===== config.mk =====
export PLATFORM = sky130hd
export DESIGN_NAME = dtc_top
export DESIGN_NICKNAME = d
export VERILOG_FILES = /design/src/logic/dtc_pkg.sv /design/src/logic/dtc_timer.sv /design/src/logic/dtc_top.sv
export SDC_FILE = /design/constraint.sdc
export NUM_CORES = 1
export LEC_CHECK = 0
export ABC_AREA = 1
export BUFFER_PORTS_ARGS = -buffer_cell sky130_fd_sc_hd__buf_2
export CORE_ASPECT_RATIO = 1.5
export CORE_MARGIN = 5
export CORE_UTILIZATION = 40
export CTS_BUF_LIST = sky130_fd_sc_hd__clkbuf_4
export DETAILED_ROUTE_END_ITERATION = 10
export PLACE_DENSITY = 0.65
export SYNTH_ARGS = -nofsm -noshare
export SYNTH_HDL_FRONTEND = slang
export SYNTH_SLANG_ARGS = --single-unit
export TNS_END_PERCENT = 20

===== constraint.sdc =====
create_clock -name i_clk -period 2.1 [get_ports i_clk]
set_input_delay 0.525 -clock i_clk [delete_from_list [all_inputs] [get_ports i_clk]]
set_output_delay 0.525 -clock i_clk [all_outputs]
set_load 0.005 [all_outputs]

===== src/logic/dtc_pkg.sv =====
// constants, types and register map of the dual timer/counter pair
`default_nettype none
package dtc_pkg;
	// ****************************************************************
	// register map (byte addresses, one word each)
	// ****************************************************************
	localparam logic [7:0] DTC_OFF_CTRL = 8'h00;
	localparam logic [7:0] DTC_OFF_T0_LOW = 8'h04;
	localparam logic [7:0] DTC_OFF_T0_HIGH = 8'h08;
	localparam logic [7:0] DTC_OFF_T1_LOW = 8'h0C;
	localparam logic [7:0] DTC_OFF_T1_HIGH = 8'h10;
	localparam logic [7:0] DTC_OFF_STATUS = 8'h14;
	localparam logic [7:0] DTC_OFF_INT_CLR = 8'h18;
	localparam logic [7:0] DTC_OFF_INT_EN = 8'h1C;
	// ****************************************************************
	// widths, field positions, reset values, timing
	// ****************************************************************
	localparam int DTC_NUM_TIMERS = 2;
	localparam int DTC_CTL_W = 4;
	localparam int DTC_NUM_EVENTS = 3;
	localparam int DTC_EV_T0 = 0;
	localparam int DTC_EV_T1 = 1;
	localparam int DTC_EV_T0_HIGH = 2;
	localparam int DTC_PRE_W = 5;
	localparam logic [4:0] DTC_PRE_MAX = 5'h1F;
	localparam logic [7:0] DTC_BYTE_MAX = 8'hFF;
	localparam logic [7:0] DTC_BYTE_ONE = 8'h01;
	localparam logic [7:0] DTC_BYTE_RST = 8'h00;
	localparam logic [2:0] DTC_EV_RST = 3'h0;
	localparam logic [31:0] DTC_WORD_ZERO = 32'h00000000;
	// peripheral clocks per machine cycle
	localparam int DTC_MC_DIV = 2;
	// ****************************************************************
	// types
	// ****************************************************************
	typedef enum logic [1:0] {
		DTC_MODE_13BIT,
		DTC_MODE_16BIT,
		DTC_MODE_RELOAD,
		DTC_MODE_SPLIT
	} dtc_mode_t;
	typedef struct packed {
		logic run;
		logic ext_sel;
		dtc_mode_t mode;
	} dtc_ctl_t;
	localparam dtc_ctl_t DTC_CTL_RST = '{run: 1'b0, ext_sel: 1'b0,
		mode: DTC_MODE_13BIT};
	typedef struct packed {
		logic [7:0] high;
		logic [7:0] low;
	} dtc_count_t;
	typedef struct packed {
		logic wr_low;
		logic wr_high;
		logic [7:0] data;
	} dtc_wr_t;
endpackage
`default_nettype wire


===== src/logic/dtc_timer.sv =====
// one timer/counter core: count bytes, modes, overflow pulses
`default_nettype none
`timescale 1ns/1ps
module dtc_timer (
	input wire logic i_clk,
	input wire logic i_resetn,
	input wire dtc_pkg::dtc_mode_t i_mode,
	input wire logic i_inc,
	input wire logic i_inc_high,
	input wire dtc_pkg::dtc_wr_t i_wr,
	output dtc_pkg::dtc_count_t o_count,
	output logic o_ovf,
	output logic o_ovf_high
);
	import dtc_pkg::*;
	dtc_count_t cnt_q, cnt_d;
	logic ovf_q, ovf_d, ovh_q, ovh_d;
	logic carry;
	logic [4:0] pre;
	// ****************************************************************
	// next count
	// ****************************************************************
	always_comb begin
		cnt_d = cnt_q;
		ovf_d = 1'b0;
		ovh_d = 1'b0;
		carry = 1'b0;
		pre = cnt_q.low[DTC_PRE_W-1:0];
		if (i_inc) begin
			case (i_mode)
				DTC_MODE_13BIT: begin
					// prescaler in low bits feeds 8-bit high byte
					if (pre == DTC_PRE_MAX) begin
						cnt_d.low[DTC_PRE_W-1:0] = '0;
						{carry, cnt_d.high} = {1'b0, cnt_q.high} + 9'h001;
						ovf_d = carry;
					end else begin
						cnt_d.low[DTC_PRE_W-1:0] = 5'(pre + 5'h01);
					end
				end
				DTC_MODE_16BIT: begin
					{carry, cnt_d} = {1'b0, cnt_q} + 17'h00001;
					ovf_d = carry;
				end
				DTC_MODE_RELOAD: begin
					if (cnt_q.low == DTC_BYTE_MAX) begin
						cnt_d.low = cnt_q.high;
						ovf_d = 1'b1;
					end else begin
						cnt_d.low = cnt_q.low + DTC_BYTE_ONE;
					end
				end
				DTC_MODE_SPLIT: begin
					cnt_d.low = cnt_q.low + DTC_BYTE_ONE;
					ovf_d = (cnt_q.low == DTC_BYTE_MAX);
				end
				default: cnt_d = cnt_q;
			endcase
		end
		if (i_inc_high && i_mode == DTC_MODE_SPLIT) begin
			cnt_d.high = cnt_q.high + DTC_BYTE_ONE;
			ovh_d = (cnt_q.high == DTC_BYTE_MAX);
		end
		if (i_wr.wr_low)
			cnt_d.low = i_wr.data;
		if (i_wr.wr_high)
			cnt_d.high = i_wr.data;
	end
	always_ff @(posedge i_clk or negedge i_resetn) begin
		if (!i_resetn) begin
			cnt_q <= '{high: DTC_BYTE_RST, low: DTC_BYTE_RST};
			ovf_q <= 1'b0;
			ovh_q <= 1'b0;
		end else begin
			cnt_q <= cnt_d;
			ovf_q <= ovf_d;
			ovh_q <= ovh_d;
		end
	end
	assign o_count = cnt_q;
	assign o_ovf = ovf_q;
	assign o_ovf_high = ovh_q;
endmodule // dtc_timer
`default_nettype wire


===== src/logic/dtc_top.sv =====
// dual timer/counter pair with apb registers and interrupt
// What this block does
// - timer function counts every two clocks
// - counter function counts falling edges of pin
// - four modes; timers independent in modes 0-2
// - mode zero: 8-bit counter after divide-by-32
// - mode one: bytes chained into 16-bit counter
// - mode two: low byte reloads from high
// - mode three: timer 0 two 8-bit counters
// - mode three freezes timer 1 count
// - timer 1 overflow gives baud tick
`default_nettype none
`timescale 1ns/1ps
module dtc_top (
	input wire logic i_clk,
	input wire logic i_resetn,
	input wire logic i_psel,
	input wire logic i_penable,
	input wire logic i_pwrite,
	input wire logic [7:0] i_paddr,
	input wire logic [31:0] i_pwdata,
	output logic [31:0] o_prdata,
	output logic o_pready,
	output logic o_pslverr,
	input wire logic i_ext_count_input_0,
	input wire logic i_ext_count_input_1,
	output logic o_baud_tick,
	output logic o_irq
);
	import dtc_pkg::*;

	function automatic logic hit(input logic [7:0] a, input logic [7:0] o);
		hit = (a == o);
	endfunction

	// ****************************************************************
	// machine cycle divider and pin synchronisers
	// ****************************************************************
	logic mc_q, mc_d, mc_tick;
	logic [1:0] pin_raw;
	logic [1:0] meta_q, sync_q, prev_q, ext_fall;
	assign pin_raw = {i_ext_count_input_1, i_ext_count_input_0};
	always_comb begin
		mc_d = ~mc_q;
	end
	assign mc_tick = mc_q; // one pulse every DTC_MC_DIV clocks
	always_ff @(posedge i_clk or negedge i_resetn) begin
		if (!i_resetn) begin
			mc_q <= 1'b0;
			meta_q <= 2'b11;
			sync_q <= 2'b11;
			prev_q <= 2'b11;
		end else begin
			mc_q <= mc_d;
			meta_q <= pin_raw;
			sync_q <= meta_q;
			prev_q <= sync_q;
		end
	end
	assign ext_fall = prev_q & ~sync_q; // 1-to-0 on pin

	// ****************************************************************
	// apb slave and registers
	// ****************************************************************
	dtc_ctl_t ctl_q [DTC_NUM_TIMERS];
	dtc_ctl_t ctl_d [DTC_NUM_TIMERS];
	logic [2:0] stat_q, stat_d, en_q, en_d, ev;
	logic [31:0] rdata_q, rdata_d;
	logic ready_q, ready_d, err_q, err_d, irq_q, irq_d, baud_q, baud_d;
	logic setup, access, wr, mapped;
	dtc_count_t cnt [DTC_NUM_TIMERS];
	dtc_wr_t twr [DTC_NUM_TIMERS];
	logic [1:0] inc, inc_high, ovf, ovf_high;

	assign setup = i_psel && !i_penable;
	assign access = i_psel && i_penable && ready_q;
	assign wr = access && i_pwrite;
	assign mapped = hit(i_paddr, DTC_OFF_CTRL) || hit(i_paddr, DTC_OFF_T0_LOW)
		|| hit(i_paddr, DTC_OFF_T0_HIGH) || hit(i_paddr, DTC_OFF_T1_LOW)
		|| hit(i_paddr, DTC_OFF_T1_HIGH) || hit(i_paddr, DTC_OFF_STATUS)
		|| hit(i_paddr, DTC_OFF_INT_CLR) || hit(i_paddr, DTC_OFF_INT_EN);
	assign twr[0] = '{wr_low: wr && hit(i_paddr, DTC_OFF_T0_LOW),
		wr_high: wr && hit(i_paddr, DTC_OFF_T0_HIGH), data: i_pwdata[7:0]};
	assign twr[1] = '{wr_low: wr && hit(i_paddr, DTC_OFF_T1_LOW),
		wr_high: wr && hit(i_paddr, DTC_OFF_T1_HIGH), data: i_pwdata[7:0]};
	assign ev = {ovf_high[0], ovf[1], ovf[0]};

	always_comb begin
		ready_d = setup;
		err_d = setup ? !mapped : err_q;
		rdata_d = rdata_q;
		if (setup) begin
			rdata_d = DTC_WORD_ZERO;
			if (!i_pwrite) begin
				if (hit(i_paddr, DTC_OFF_CTRL))
					rdata_d[2*DTC_CTL_W-1:0] = {ctl_q[1], ctl_q[0]};
				if (hit(i_paddr, DTC_OFF_T0_LOW))
					rdata_d[7:0] = cnt[0].low;
				if (hit(i_paddr, DTC_OFF_T0_HIGH))
					rdata_d[7:0] = cnt[0].high;
				if (hit(i_paddr, DTC_OFF_T1_LOW))
					rdata_d[7:0] = cnt[1].low;
				if (hit(i_paddr, DTC_OFF_T1_HIGH))
					rdata_d[7:0] = cnt[1].high;
				if (hit(i_paddr, DTC_OFF_STATUS))
					rdata_d[DTC_NUM_EVENTS-1:0] = stat_q;
				if (hit(i_paddr, DTC_OFF_INT_EN))
					rdata_d[DTC_NUM_EVENTS-1:0] = en_q;
			end
		end
		ctl_d = ctl_q;
		if (wr && hit(i_paddr, DTC_OFF_CTRL)) begin
			ctl_d[0] = dtc_ctl_t'(i_pwdata[DTC_CTL_W-1:0]);
			ctl_d[1] = dtc_ctl_t'(i_pwdata[2*DTC_CTL_W-1:DTC_CTL_W]);
		end
		en_d = en_q;
		if (wr && hit(i_paddr, DTC_OFF_INT_EN))
			en_d = i_pwdata[DTC_NUM_EVENTS-1:0];
		stat_d = stat_q;
		if (wr && hit(i_paddr, DTC_OFF_INT_CLR))
			stat_d = stat_q & ~i_pwdata[DTC_NUM_EVENTS-1:0];
		stat_d = stat_d | ev; // set wins over clear
		irq_d = |(stat_q & en_q);
		baud_d = ovf[1];
	end

	always_ff @(posedge i_clk or negedge i_resetn) begin
		if (!i_resetn) begin
			ctl_q[0] <= DTC_CTL_RST;
			ctl_q[1] <= DTC_CTL_RST;
			en_q <= DTC_EV_RST;
			stat_q <= DTC_EV_RST;
			rdata_q <= DTC_WORD_ZERO;
			ready_q <= 1'b0;
			err_q <= 1'b0;
			irq_q <= 1'b0;
			baud_q <= 1'b0;
		end else begin
			ctl_q <= ctl_d;
			en_q <= en_d;
			stat_q <= stat_d;
			rdata_q <= rdata_d;
			ready_q <= ready_d;
			err_q <= err_d;
			irq_q <= irq_d;
			baud_q <= baud_d;
		end
	end
	assign o_prdata = rdata_q;
	assign o_pready = ready_q;
	assign o_pslverr = err_q;
	assign o_irq = irq_q;
	assign o_baud_tick = baud_q;

	// ****************************************************************
	// timer cores
	// ****************************************************************
	// timer 1 halts in split mode; timer 0 high byte borrows its run bit
	assign inc_high[0] = ctl_q[1].run && mc_tick;
	assign inc_high[1] = 1'b0;
	generate
		for (genvar t = 0; t < DTC_NUM_TIMERS; t++) begin : g_tmr
			logic src;
			logic halt;
			assign src = ctl_q[t].ext_sel ? ext_fall[t] : mc_tick;
			assign halt = (t == 1) && (ctl_q[t].mode == DTC_MODE_SPLIT);
			assign inc[t] = ctl_q[t].run && src && !halt;
			dtc_timer u_timer (
				.i_clk(i_clk),
				.i_resetn(i_resetn),
				.i_mode(ctl_q[t].mode),
				.i_inc(inc[t]),
				.i_inc_high(inc_high[t]),
				.i_wr(twr[t]),
				.o_count(cnt[t]),
				.o_ovf(ovf[t]),
				.o_ovf_high(ovf_high[t])
			);
		end
	endgenerate

	logic quiet0, quiet1, pend;
	logic [2*DTC_CTL_W-1:0] wr_ctl;
	logic [DTC_NUM_EVENTS-1:0] wr_bits;
	assign quiet0 = !twr[0].wr_low && !twr[0].wr_high;
	assign quiet1 = !twr[1].wr_low && !twr[1].wr_high;
	assign pend = |(stat_q & en_q);
	assign wr_ctl = i_pwdata[2*DTC_CTL_W-1:0];
	assign wr_bits = i_pwdata[DTC_NUM_EVENTS-1:0];
endmodule // dtc_top
`default_nettype wire


### Word-level counts from Yosys, hierarchy flattened

Cells that the tools add are included.

* register bits: 68
* bits of input ports: 47

* add/subtract/negate cells: 9
* equality and inequality tests: 20
* muxes and demuxes: 39
* bitwise gates (word level): 7
* reductions and logical operators: 42

Operator list (count)
* two-way mux 8 bit: 15
* case mux 5 bit (4 select lines): 2
* adder 16 x 1 -> 17 bit, second input constant: 2
* == test 8 x 5 -> 1 bit, second input constant: 4
* two-way mux 16 bit: 2
* case mux 8 bit (2 select lines): 2
* adder 8 x 1 -> 8 bit, second input constant: 3
* == test 8 bit, second input constant: 3
* adder 8 x 1 -> 9 bit, second input constant: 2
* case mux 3 bit (3 select lines): 2
* == test 8 x 4 -> 1 bit, second input constant: 2
* logical AND 1 bit: 16
* nonzero test 4 bit: 3
* adder 5 x 1 -> 5 bit, second input constant: 2
* == test 5 bit, second input constant: 2
* two-way mux 5 bit: 2
* two-way mux 1 bit: 9
* two-way mux 3 bit: 3
* == test 2 bit, second input constant: 4
* == test 8 x 3 -> 1 bit, second input constant: 1
* zero test 8 bit: 1
* case mux 1 bit (4 select lines): 2
* logical OR 1 bit: 7
* AND 3 bit: 2
* other kinds (15): 24

### Logic depth before layout (Yosys ltp)

Gate-level depths: netlist of run 1.

* depth in word-level cells: 9
* depth in mapped cells: 13
* mapped depth without buffers: 13

### Modules after synthesis

From an unflattened synthesis of run 1, not the netlist that was laid out.

* cell total of the unflattened synthesis: 764
* area total of the unflattened synthesis: 5232.5 µm²

By module, submodules not included
* dtc_top: times used 1, cells each 258, area an instance 2023.2 µm²
* dtc_timer (g_tmr[0].u_timer): times used 1, cells each 252, area an instance 1615.3 µm²
* dtc_timer (g_tmr[1].u_timer): times used 1, cells each 254, area an instance 1594.0 µm²

### Worst setup path before layout of run 1

OpenSTA, ideal clock, no wires.

* path type: reg2reg
* start: reg g_tmr[0].u_timer.cnt_q, in the netlist g_tmr[0].u_timer.o_count[0]
* end: reg g_tmr[0].u_timer.cnt_q, in the netlist g_tmr[0].u_timer.o_count[11]
* library setup time: 65 ps
* arrival: 1634 ps
* slack: 401 ps
* cell stages (with the launch flop): 12
* clock period less this slack: 1699 ps
* cells stage by stage: dfrtp_1 -> ha_1 -> nand3_1 -> inv_1 -> ha_1 -> nor2_1 -> inv_1 -> nand3_1 -> nand3_4 -> o21ai_1 -> inv_1 -> nand2_1

* cells in the longest elaborated chain, start to end: 5
* elaborated cells on any way between the ends: 8
* classes of those cells: 1 x add/sub; 2 x eq/ne; 4 x mux; 1 x reduce/logical

Ends and longest elaborated chain
* start: declaration: line dtc_timer.sv:16 `dtc_count_t cnt_q, cnt_d;`
* start signal: assignment: line dtc_timer.sv:71 `cnt_q <= '{high: DTC_BYTE_RST, low: DTC_BYTE_RST};`
* start signal: assignment: line dtc_timer.sv:75 `cnt_q <= cnt_d;`
* adder 16 x 1 -> 17 bit: line dtc_timer.sv:42 `{carry, cnt_d} = {1'b0, cnt_q} + 17'h00001;`
* case mux 8 bit (2 select lines): line dtc_timer.sv:30 `case (i_mode)`
* two-way mux 16 bit: line dtc_timer.sv:29 `if (i_inc) begin`
* two-way mux 8 bit: line dtc_timer.sv:60 `if (i_inc_high && i_mode == DTC_MODE_SPLIT) begin`
* two-way mux 8 bit: line dtc_timer.sv:66 `if (i_wr.wr_high)`

Several ways; a longest one is shown, not always the timed one. The select of a mux whose other input is x is not followed.
A chain may end at the register's enable or synchronous reset.

### Worst setup path in the final report of run 1

* start: reg g_tmr[1].u_timer.cnt_q, in the netlist g_tmr[1].u_timer.o_count[9]
* end: reg g_tmr[1].u_timer.ovf_q

* cells in the longest elaborated chain, start to end: 4
* elaborated cells on any way between the ends: 5
* classes of those cells: 2 x add/sub; 3 x mux

Ends and longest elaborated chain
* start: declaration: line dtc_timer.sv:16
* start signal: assignment: line dtc_timer.sv:71
* start signal: assignment: line dtc_timer.sv:75
* adder 8 x 1 -> 9 bit: line dtc_timer.sv:35 `{carry, cnt_d.high} = {1'b0, cnt_q.high} + 9'h001;`
* two-way mux 1 bit: line dtc_timer.sv:33 `if (pre == DTC_PRE_MAX) begin`
* case mux 1 bit (4 select lines) (*): line dtc_timer.sv:30
* two-way mux 1 bit (*): line dtc_timer.sv:29
* via g_tmr[1].u_timer.ovf_d: line dtc_timer.sv:17 `logic ovf_q, ovf_d, ovh_q, ovh_d;`
* end signal: assignment: line dtc_timer.sv:76 `ovf_q <= ovf_d;`
* end: declaration: line dtc_timer.sv:17

Mark *: on every way through the listed nets, which the timed path passes. The rest lies on a longest branch.

==> reports/results.ini, run 1 <==
[placement]
placed_cells_incl_taps=872
post-dp-hpwl_um=10900
globalplace.congestion=0.946
dp_worst_setup_slack_ns=0.0988
io_buffer_count=34

[logic_synthesis]
yosys.area.top_type_share_pct=32.1
netlist_top_cells_area=sky130_fd_sc_hd__dfrtp_1 32%, sky130_fd_sc_hd__nand2_1 15%, sky130_fd_sc_hd__inv_1 6.8%
ys_seq_area_share_pct=35.4
netlist-cell-type-count=50
post_synth.cell_area_avg_um2=7.07
postSynth.topFlopCell=sky130_fd_sc_hd__dfrtp_1
synthesis.area_um2=4830
synth-edff-count=0
syn_inst=683
synth-seq-cells=68
ys_async_sr_fraction_pct=100
post-synth-top-area-cell=sky130_fd_sc_hd__dfrtp_1
synth_warnings=0

[worst_setup_path]
critical_path_peak_fanout=7
critical_path_class=flop to flop
worstSetupEndpointType=flop
critPathLaunchType=flop
critPathRequiredTime_ns=2.48
cp.arrival_ns=2.34
r2r_cells=5

[routing]
route.final.wire_length_um=14000
viasPerCell=5.28
antenna_violating_nets_post_route=0
drtPass1Iterations=5
drt-wirelength-per-cell_um=15.8
initialDrtViolationCount=387
post-route-drc-count=0
vias=4696

[layout]
area_taken_by_flip_flops_and_latches_um2=1710
stdcell_count=889
fillerInstances=1243
post_route_cells_drive_above_1_share_pct=16.2
area_of_combinational_cells_with_multiple_inputs_um2=2600
num-nets-final=787
areaGrowthSynthToFinish_pct=9.93

[die]
die-area_um2=14400
die_x_um=99.7
start_util_pct=40.6
io_pins=83
fp-row-count=49
die_height_um=145
core_um2=11900

[cts]
cts_max_level=3
clock_tree.buffer_depth=2
clock-root-buffer=sky130_fd_sc_hd__clkbuf_4
cts.clk_slew.worst_paths_ns=0.12
tritoncts=yes
cts_made_buffers=9
post_cts.repair.setup_buffers=0
tritoncts_num_sinks=68
clk_latency_ns=0.45

[global_route]
grt_pass1_wl_um=22400
grt_max_degree=63
grt_pass1_vias=4532
grt_overflow=0
grt.total_usage_pct=19.9
initial_antenna_violation_count=1

[power_and_ir_drop]
static-leakage-power_uw=0.00268
p_total_uw=2550
vdd.ir_drop.worst_v=0.000331
power.density_cell_area_nw_per_um2=481

[run_status]
status=completed

[timing]
smallest_hold_slack_ns=0.113
final_worst_setup_slack_ns=0.148
final_number_of_hold_violating_endpoints=0
fmax_ghz=0.512
finalClockSkew_ns=0.0233
report.final.setup_viol=0
drv_slew=0
final.period_utilization_pct=92.9
timing.final.crit_period_ns=1.95
setup_total_negative_slack_ns=0

[min_path]
hold_class=input pin to asynchronous set/reset pin

[flow_run]
cap_viol_max_count=0

routing by layer:
layer  up-vias  GRT usage [%]  share of wire, %
met1      2178           21.8                37
met2       214           35.9                51
met3        50           2.70               6.3
met5         -              0                 0
li1       2254              -                 -
met4         0           12.1               5.2
worst max-delay path, stage by stage (launching register included):
cell and delay [ns]:
sky130_fd_sc_hd__dfrtp_1 0.56, sky130_fd_sc_hd__ha_1 0.28, sky130_fd_sc_hd__nor3b_1 0.34, sky130_fd_sc_hd__nand3_1 0.15, sky130_fd_sc_hd__a221oi_2 0.38, sky130_fd_sc_hd__buf_4 0.18
kinds of logic (layout without fill, tap and decap cells):
kind of cell,Yosys count,in the layout,share of synthesized area [%]
other cells,1,25,0.0777
fa+ha+maj,10,10,2.59
buf+inv,130,159,12.8
xor+xnor,10,10,1.81
simple gates,361,361,34.8
compound gates,103,103,12.5
flops,68,68,35.4
area by class of cell:
class / instances / area share (%)
multi-input cells: 508 / 49.0
flip-flops and latches: 68 / 32.2
inverters: 99 / 7.10
repair buffers: 44 / 4.86
well taps: 153 / 3.61
clock inverters: 7 / 1.86
clock buffers: 9 / 1.27
diodes: 1 / 0.0472
final timing paths:
check                           slack, ns                           to                         from
worst max-delay path                 0.15       g_tmr[1].u_timer.o_ovf  g_tmr[1].u_timer.o_count[9]
worst min-delay path                 0.11                    meta_q[0]                     i_resetn
worst max register to register       0.15       g_tmr[1].u_timer.o_ovf  g_tmr[1].u_timer.o_count[9]
worst min register to register       0.36                    sync_q[0]                    meta_q[0]
max in group asynchronous            1.62  g_tmr[1].u_timer.o_count[6]                     i_resetn
min in group i_clk                   0.17                    meta_q[1]          i_ext_count_input_1
synthesized netlist by cell type, types with 2 or more instances:
| cell type | count |
|---|---|
| sky130_fd_sc_hd__ha_1 | 10 |
| sky130_fd_sc_hd__inv_2 | 9 |
| sky130_fd_sc_hd__inv_1 | 87 |
| sky130_fd_sc_hd__nand2_2 | 9 |
| sky130_fd_sc_hd__nor3_1 | 8 |
| sky130_fd_sc_hd__nor2_2 | 7 |
| sky130_fd_sc_hd__a21oi_2 | 2 |
| sky130_fd_sc_hd__o22ai_1 | 5 |
| sky130_fd_sc_hd__o211ai_1 | 13 |
| sky130_fd_sc_hd__dfrtp_1 | 62 |
| sky130_fd_sc_hd__nand3_1 | 65 |
| sky130_fd_sc_hd__inv_4 | 2 |
| sky130_fd_sc_hd__o21bai_1 | 2 |
| sky130_fd_sc_hd__a21oi_1 | 15 |
| sky130_fd_sc_hd__o21ai_1 | 16 |
| sky130_fd_sc_hd__buf_4 | 24 |
| sky130_fd_sc_hd__nor2_4 | 6 |
| sky130_fd_sc_hd__buf_2 | 2 |
| sky130_fd_sc_hd__o21ai_0 | 39 |
| sky130_fd_sc_hd__o221ai_1 | 2 |
| sky130_fd_sc_hd__a22oi_1 | 2 |
| sky130_fd_sc_hd__buf_6 | 2 |
| sky130_fd_sc_hd__nand4_1 | 5 |
| sky130_fd_sc_hd__nand3_2 | 4 |
| sky130_fd_sc_hd__xor2_1 | 8 |
| sky130_fd_sc_hd__nand2_4 | 5 |
| sky130_fd_sc_hd__nand2_1 | 190 |
| sky130_fd_sc_hd__nor2_1 | 52 |
| sky130_fd_sc_hd__or2_2 | 2 |
| sky130_fd_sc_hd__nor4_1 | 2 |
| sky130_fd_sc_hd__dfstp_2 | 6 |
| sky130_fd_sc_hd__xnor2_1 | 2 |
flip-flops by register name, indices dropped and copies added (netlist names):
register,flops
mc_q,1
o_baud_tick,1
o_pready,1
prev_q,2
en_q,3
o_pslverr,1
o_prdata,8
g_tmr.u_timer.o_ovf_high,1
o_irq,1
g_tmr.u_timer.o_ovf,2
meta_q,2
g_tmr.u_timer.o_count,32
sync_q,2
stat_q,3
ctl_q,8
power by group:
group	internal [uW]	switching (uW)	leakage, uW
combinational	48.3	128	0.00172
sequential	1330	12.7	0.000866
clock	490	542	0.0000869
total	1870	682	0.00268
placed cells by master, fill, tap and decap left out, drive strengths merged, types with 2 or more instances in the layout:
cell type  count
nor3           8
o21bai         2
nand2        204
dfrtp         62
nand4          7
inv          100
a22oi          2
nor4           2
nor2          66
bufinv         2
o21ai         55
ha            10
o22ai          5
o221ai         2
conb          24
xor2           8
buf           44
clkbuf         9
xnor2          2
a21oi         17
dfstp          6
or2            2
o211ai        14
clkinv         3
nand3         70
through the flow:
stage                     area, um2  util [%]
final                          5310      44.6
after detailed placement       5120      43.1
after floorplan                4910         -
after global routing           5310      44.6
after CTS                      5290      44.5
after global placement         5120      43.1
what timing repair did:
item | 4_1_cts | 5_1_grt
hold buffers | 0 | 0
endpoints found under the setup margin | 0 | 8
resized for setup | 0 | 3
No activity file was read; power rests on OpenSTA's default activity.
==> inputs of run 2 (changes only) <==
--- a/config.mk
+++ b/config.mk
@@ -12,6 +12,8 @@
 export CORE_UTILIZATION = 40
 export CTS_BUF_LIST = sky130_fd_sc_hd__clkbuf_4
 export DETAILED_ROUTE_END_ITERATION = 10
+export HOLD_SLACK_MARGIN = 0.08
+export MAX_ROUTING_LAYER = met4
 export PLACE_DENSITY = 0.65
 export SYNTH_ARGS = -nofsm -noshare
 export SYNTH_HDL_FRONTEND = slang
==> run 2 against run 1 <==
  * Total power decreased by 0.57%
  * Cell count increased by 0.56%
  * Setup slack improved by 0.051 ns
  * Utilization increased by 0.28 points
  * Clock skew decreased by 0.0040 ns
  * Combinational power about the same
  * Critical path type unchanged
==> reports/results.ini, run 2 (synthesis gave the netlist of run 1 again) <==
[timing]
setup_repair_after_global_routing_missed_its_margin=no
final.period_utilization_pct=90.5  ; -2.4 points
finalClockSkew_ns=0.0194  ; -0.00395 ns
setup_total_negative_slack_ns=0  ; unchanged
drv_slew=0  ; unchanged
timing.final.crit_period_ns=1.90  ; -0.0514 ns
final_number_of_hold_violating_endpoints=0  ; unchanged
fmax_ghz=0.526  ; +2.7%
report.final.setup_viol=0  ; unchanged

[cts]
tritoncts_num_sinks=68  ; unchanged
cts.clk_slew.worst_paths_ns=0.13  ; about the same
tritoncts=yes
clock_tree.buffer_depth=2  ; unchanged
cts_max_level=3  ; unchanged
clk_latency_ns=0.45  ; about the same
cts_made_buffers=9  ; unchanged
clock-root-buffer=sky130_fd_sc_hd__clkbuf_4

[die]
fp-row-count=49  ; unchanged
core_um2=11900  ; unchanged
start_util_pct=40.6  ; unchanged
die_x_um=99.7  ; unchanged
die_height_um=145  ; unchanged
die-area_um2=14400  ; unchanged
io_pins=83  ; unchanged

[worst_setup_path]
cp.arrival_ns=2.29  ; -0.05 ns
regToRegSetupSlack_ns=0.20  ; +0.05 ns
critPathRequiredTime_ns=2.49  ; about the same
critPathLaunchType=flop
critical_path_class=flop to flop
worst_r2r_endpoint=g_tmr[0].u_timer.o_count[9]
critical_path_peak_fanout=10  ; +3
r2r-start=g_tmr[0].u_timer.o_count[1]
r2r_cells=11  ; +6
worstSetupEndpointType=flop

[layout]
postLayoutCoreUtil_pct=44.9  ; +0.28 points
areaGrowthSynthToFinish_pct=10.6
num-nets-final=792  ; +0.64%
layout_common_cells=190 x sky130_fd_sc_hd__nand2_1, 87 x sky130_fd_sc_hd__inv_1, 64 x sky130_fd_sc_hd__nand3_1
stdcell_count=894  ; +0.56%
post_route_cells_drive_above_1_share_pct=16.4  ; +0.16 points
largest_register_ffs=32  ; unchanged
layout.cells.most_common=sky130_fd_sc_hd__nand2_1

[min_path]
hold_class=input pin to flop
min_delay_worst_endpoint=meta_q[0]
hold_path_depth=1
holdCritStartpoint=i_ext_count_input_0

[power_and_ir_drop]
vdd.ir_drop.worst_v=0.000324  ; -2.2%
static-leakage-power_uw=0.00269  ; +0.55%
power.density_cell_area_nw_per_um2=475  ; -1.2%

[routing]
viasPerCell=5.18  ; -1.9%
post-route-drc-count=0  ; unchanged
vias=4632  ; -1.4%
initialDrtViolationCount=206  ; -47%
route.final.wire_length_um=14100  ; +0.30%
drt-wirelength-per-cell_um=15.7  ; -0.26%
antenna_violating_nets_post_route=0  ; unchanged
drtPass1Iterations=6  ; +1

[flow_run]
cap_viol_max_count=0  ; unchanged

[global_route]
grt_pass1_wl_um=22300  ; -0.31%
grt_max_degree=69  ; +9.5%
grt.total_usage_pct=20.7  ; +0.79 points
grt_overflow=0  ; unchanged
grt_pass1_vias=4416  ; -2.6%
initial_antenna_violation_count=1  ; unchanged

[placement]
placed_cells_incl_taps=874  ; +0.23%
globalplace.congestion=1.01  ; +6.8%
post-dp-hpwl_um=11000  ; +1.0%
io_buffer_count=34  ; unchanged

[run_status]
status=completed

-- run 2: worst max-delay path: stages, from the launching register on --
cell	delay, ns
sky130_fd_sc_hd__dfrtp_1	0.43
sky130_fd_sc_hd__ha_1	0.22
sky130_fd_sc_hd__nand3_1	0.12
sky130_fd_sc_hd__inv_1	0.07
sky130_fd_sc_hd__ha_1	0.18
sky130_fd_sc_hd__nor2_1	0.18
sky130_fd_sc_hd__inv_1	0.07
sky130_fd_sc_hd__nand3_2	0.14
sky130_fd_sc_hd__nand3_4	0.15
sky130_fd_sc_hd__o21ai_1	0.16
sky130_fd_sc_hd__inv_1	0.06
sky130_fd_sc_hd__nand2_1	0.05
-- run 2: worst max-delay path by stage --
stage / from / end / slack (ns) / depth (start not counted)
final: g_tmr[0].u_timer.o_count[1] / g_tmr[0].u_timer.o_count[9] / 0.20 / 11
after global routing: g_tmr[1].u_timer.o_count[0] / g_tmr[1].u_timer.o_count[12] / 0.008 / 13
after CTS: g_tmr[0].u_timer.o_count[1] / g_tmr[0].u_timer.o_count[9] / 0.08 / 11
after detailed placement: g_tmr[0].u_timer.o_count[1] / g_tmr[0].u_timer.o_count[9] / 0.13 / 11
after global placement: g_tmr[0].u_timer.o_count[1] / g_tmr[0].u_timer.o_count[14] / 0.19 / 11
after floorplan: g_tmr[0].u_timer.o_count[0] / g_tmr[0].u_timer.o_count[11] / 0.40 / 11
-- run 2: through the flow --
| step | total power (uW) | setup slack, ns | cell area [um2] | hold WS, ns |
|---|---|---|---|---|
| 2_1_floorplan | 1480 | 0.401 | 4910 | 0.229 |
| 3_3_place_gp | 1540 | 0.191 | 5140 | 0.346 |
| 3_5_place_dp | 1540 | 0.126 | 5140 | 0.351 |
| 4_1_cts | 2550 | 0.0800 | 5310 | 0.139 |
| 5_1_grt | 2630 | 0.00818 | 5340 | 0.126 |
| 6_report | 2540 | 0.200 | 5340 | 0.170 |
-- run 2: area by class of cell --
type	instances	area [um2]
Multi-Input combinational cell	508	2600
Antenna cell	1	2.50
Timing Repair Buffer	49	298
Tap cell	153	191
Fill cell	1257	6550
Clock buffer	9	67.6
Clock inverter	7	91.3
Inverter	99	377
Sequential cell	68	1710
-- run 2: layer usage --
| layer | vias up | wire length, um | track usage, % |
|---|---|---|---|
| li1 | 2274 | - | - |
| met2 | 159 | 7150 | 34.6 |
| met3 | 48 | 652 | 3.81 |
| met4 | 0 | 788 | 13.1 |
| met1 | 2151 | 5480 | 22.4 |
| met5 | - | 0 | - |
-- run 2: timing repair --
item	in CTS	in global routing
resized for setup	0	3
setup buffers	0	2
hold buffers	1	0
endpoints found under the hold margin	8	0
endpoints found under the setup margin	0	10
-- run 2: report_power, final --
| group | internal, uW | switching [uW] |
|---|---|---|
| combinational | 51.0 | 128 |
| sequential | 1330 | 12.3 |
| clock | 475 | 540 |
| total | 1860 | 680 |
==> inputs of run 3 (changes only) <==
--- a/config.mk
+++ b/config.mk
@@ -5,16 +5,15 @@
 export SDC_FILE = /design/constraint.sdc
 export NUM_CORES = 1
 export LEC_CHECK = 0
-export ABC_AREA = 1
 export BUFFER_PORTS_ARGS = -buffer_cell sky130_fd_sc_hd__buf_2
 export CORE_ASPECT_RATIO = 1.5
 export CORE_MARGIN = 5
 export CORE_UTILIZATION = 40
 export CTS_BUF_LIST = sky130_fd_sc_hd__clkbuf_4
 export DETAILED_ROUTE_END_ITERATION = 10
-export HOLD_SLACK_MARGIN = 0.08
+export HOLD_SLACK_MARGIN = 0.06
 export MAX_ROUTING_LAYER = met4
-export PLACE_DENSITY = 0.65
+export PLACE_DENSITY = 0.66
 export SYNTH_ARGS = -nofsm -noshare
 export SYNTH_HDL_FRONTEND = slang
 export SYNTH_SLANG_ARGS = --single-unit
==> run 3 against run 2 <==
  * The flow now finishes with violations (setup timing)
  * Clock power shrank 13%
  * Synthesized area shrank 6.6%
  * Sequential share of layout area grew 0.48 points
  * Register-to-register slack lost 0.21 ns
  * Highest routed layer unchanged
==> reports/results.ini, run 3 <==
[routing]
antenna_violating_nets_post_route=0  ; unchanged
drt-wirelength-per-cell_um=18.8  ; +19%
post-route-drc-count=0  ; unchanged
met3_wirelength_um=744  ; +14%
uppermost_signal_routing_layer_after_detailed_routing=met4
route.final.wire_length_um=13500  ; -3.8%
initialDrtViolationCount=303  ; +47%
vias=4106  ; -11%
detailroute.wirelength.met2_um=6930  ; -3.1%
drtPass1Iterations=5  ; -1
viasPerCell=5.70  ; +10%
met1Wirelength_um=5080  ; -7.2%

[worst_setup_path]
slowest_stage=sky130_fd_sc_hd__dfrtp_1
r2r_cells=9  ; -2
cp.arrival_ns=2.44  ; +0.15 ns
critPathRequiredTime_ns=2.43  ; -0.06 ns
critical_path.cell_chain=ha_1 > and3_1 > ha_1 > mux2i_2 > a21oi_2 > buf_4 > o2111ai_2 > xnor2_1 > mux2_4
worst_r2r_endpoint=g_tmr[0].u_timer.o_count[13]
cpMostUsedCell=sky130_fd_sc_hd__ha_1
r2r-start=g_tmr[0].u_timer.o_count[1]
regToRegSetupSlack_ns=-0.01  ; -0.21 ns
critical_path.max_stage_delay_ns=0.42  ; about the same
critical_path_peak_fanout=3  ; -7
largest_delay_contributor_family_on_the_critical_path=multiplexers
path_depth=9  ; -2
critPathLaunchType=flop
worst_setup_ep=g_tmr[0].u_timer.o_count[13]
critical_path.startpoint=g_tmr[0].u_timer.o_count[1]
path_buf_inv=1  ; -2
critical_path_class=flop to flop
worstSetupEndpointType=flop

[logic_synthesis]
post-synth-top-area-cell=sky130_fd_sc_hd__dfrtp_1
netlist-cell-type-count=78  ; +56%
synthesis.area_um2=4510  ; -6.6%
postSynth.topFlopCell=sky130_fd_sc_hd__dfrtp_1
ys_seq_area_share_pct=37.9  ; +2.5 points
post_synth.cell_area_avg_um2=9.18  ; +30%
synth_warnings=0  ; unchanged
synth-edff-count=0  ; unchanged
ys_async_sr_fraction_pct=100  ; unchanged
post-synth-top-count-cell=sky130_fd_sc_hd__nand2_1
yosys.area.top_type_share_pct=34.4  ; +2.3 points
syn_inst=491  ; -28%
synth_common_cells=63 x sky130_fd_sc_hd__nand2_1, 62 x sky130_fd_sc_hd__dfrtp_1, 35 x sky130_fd_sc_hd__nor2_1, 35 x sky130_fd_sc_hd__o21ai_0, 24 x sky130_fd_sc_hd__buf_4
netlist_top_cells_area=sky130_fd_sc_hd__dfrtp_1 34%, sky130_fd_sc_hd__nand2_1 5.2%, sky130_fd_sc_hd__buf_4 4.0%
synth-seq-cells=68  ; unchanged

[timing]
final.period_utilization_pct=101  ; +10 points
timing.final.crit_period_ns=2.11  ; +0.213 ns
final_number_of_hold_violating_endpoints=0  ; unchanged
smallest_hold_slack_ns=0.0790  ; -0.0910 ns
setup_repair_after_global_routing_missed_its_margin=yes
setup_total_negative_slack_ns=-0.0130  ; -0.0130 ns
drv_slew=0  ; unchanged
fmax_ghz=0.473  ; -10%
report.final.setup_viol=1  ; +1
finalClockSkew_ns=0.0263  ; +0.00690 ns
final_worst_setup_slack_ns=-0.0130  ; -0.213 ns

[power_and_ir_drop]
vdd.ir_drop.worst_v=0.000322  ; -0.74%
power.density_cell_area_nw_per_um2=510  ; +7.4%
static-leakage-power_uw=0.00230  ; -14%
p_total_uw=2680  ; +5.8%

[cts]
cts_max_level=3  ; unchanged
clock_tree.buffer_depth=2  ; unchanged
cts_made_buffers=9  ; unchanged
clock-root-buffer=sky130_fd_sc_hd__clkbuf_4
cts.clk_slew.worst_paths_ns=0.14  ; about the same
clk_latency_ns=0.44  ; about the same
tritoncts=yes
tritoncts_num_sinks=68  ; unchanged

[global_route]
grt_pass1_wl_um=21900  ; -1.9%
grt_overflow=0  ; unchanged
initial_antenna_violation_count=1  ; unchanged
grt.total_usage_pct=20.9  ; +0.20 points
grt_pass1_vias=4232  ; -4.2%
grt_max_degree=39  ; -43%

[layout]
layout_common_cells=63 x sky130_fd_sc_hd__nand2_1, 62 x sky130_fd_sc_hd__dfrtp_1, 48 x sky130_fd_sc_hd__buf_4
largest_register_ffs=32  ; unchanged
post_route_cells_drive_above_1_share_pct=26.2  ; +9.9 points
layout.cells.most_common=sky130_fd_sc_hd__nand2_1
fillerInstances=1131  ; -10%
areaGrowthSynthToFinish_pct=16.7
num-nets-final=624  ; -21%

[placement]
post-dp-hpwl_um=10500  ; -4.8%
globalplace.congestion=0.918  ; -9.0%
dp_worst_setup_slack_ns=-0.0567  ; -0.183 ns
io_buffer_count=34  ; unchanged

[die]
core_um2=11100  ; -7.0%
io_pins=83  ; unchanged
die_height_um=140  ; -3.1%
fp-row-count=47  ; -4.1%
die_x_um=96.7  ; -3.0%
start_util_pct=40.8  ; +0.19 points
die-area_um2=13500  ; -6.1%

[run_status]
status=finished with violations
violations=setup timing

[flow_run]
cap_viol_max_count=0  ; unchanged

[min_path]
hold_class=input pin to asynchronous set/reset pin

## run 3: cell types whose count changed after synthesis, moves of 7 or more
| cell | previous run | this run |
|---|---|---|
| sky130_fd_sc_hd__inv_2 | 9 | 1 |
| sky130_fd_sc_hd__and3_1 | 0 | 10 |
| sky130_fd_sc_hd__nand3_1 | 65 | 16 |
| sky130_fd_sc_hd__o31ai_1 | 1 | 8 |
| sky130_fd_sc_hd__mux2_2 | 0 | 12 |
| sky130_fd_sc_hd__inv_1 | 87 | 11 |
| sky130_fd_sc_hd__o211ai_1 | 13 | 6 |
| sky130_fd_sc_hd__nand2_1 | 190 | 63 |
| sky130_fd_sc_hd__clkbuf_1 | 1 | 8 |
| sky130_fd_sc_hd__nand2_2 | 9 | 0 |
| sky130_fd_sc_hd__o21ai_1 | 16 | 1 |
| sky130_fd_sc_hd__xnor2_1 | 2 | 11 |
| sky130_fd_sc_hd__nor2_1 | 52 | 35 |
| sky130_fd_sc_hd__a21o_1 | 0 | 7 |
## run 3: per-layer routing
metal / GRT usage, % / vias up
li1: - / 1921
met1: 22.3 / 1967
met2: 36.0 / 163
met3: 3.23 / 55
met4: 13.0 / 0
met5: - / -
## run 3: how the worst min path moves through the flow
stage                                   to  slack, ns  cells after the start
2_1_floorplan                     ctl_q[0]       0.23                      0
3_3_place_gp                     sync_q[0]       0.35                      0
3_5_place_dp                     sync_q[0]       0.35                      0
4_1_cts        g_tmr[0].u_timer.o_count[1]       0.08                      2
5_1_grt        g_tmr[0].u_timer.o_count[0]       0.11                      2
6_report       g_tmr[0].u_timer.o_count[1]       0.08                      2
## run 3: final cells by class
type | instances | area (um2) | area share [%]
antenna | 1 | 2.50 | 0.0476
sequential | 68 | 1710 | 32.5
timing repair buffer | 85 | 591 | 11.2
tap | 147 | 184 | 3.50
clock buffer | 9 | 67.6 | 1.28
multi-input combinational | 391 | 2600 | 49.3
inverter | 12 | 45.0 | 0.856
clock inverter | 7 | 66.3 | 1.26
## run 3: cells by family after synthesis
group                      count (synthesis)  synth area share (%)
AOI/OAI and AO/OA                        124                  18.2
xor gates and xnor gates                  16                  3.11
adders and majority gates                 10                  2.78
buffers and inverters                     55                  7.16
DFF                                       68                  37.9
muxes                                     24                  7.16
other                                      1                0.0832
and+or+nand+nor                          193                  23.6
## run 3: per-stage QoR
step	std cells	area, um2	utilization (%)
final	720	5260	47.6
after global routing	720	5260	47.6
after CTS	718	5230	47.3
after detailed placement	702	5080	46.0
after global placement	702	5080	46.0
after floorplan	514	4590	-
## run 3: what timing repair did
| item | CTS | global route |
|---|---|---|
| resized for setup | 3 | 6 |
| setup buffers | 0 | 1 |
| cloned | 0 | 0 |
| pin swaps | 0 | 0 |
| setup endpoints to repair | 5 | 15 |
| hold buffers | 0 | 0 |
## run 3: power breakdown
group | internal (uW) | switching, uW
registers | 1340 | 32.0
clock network | 359 | 516
logic | 179 | 253
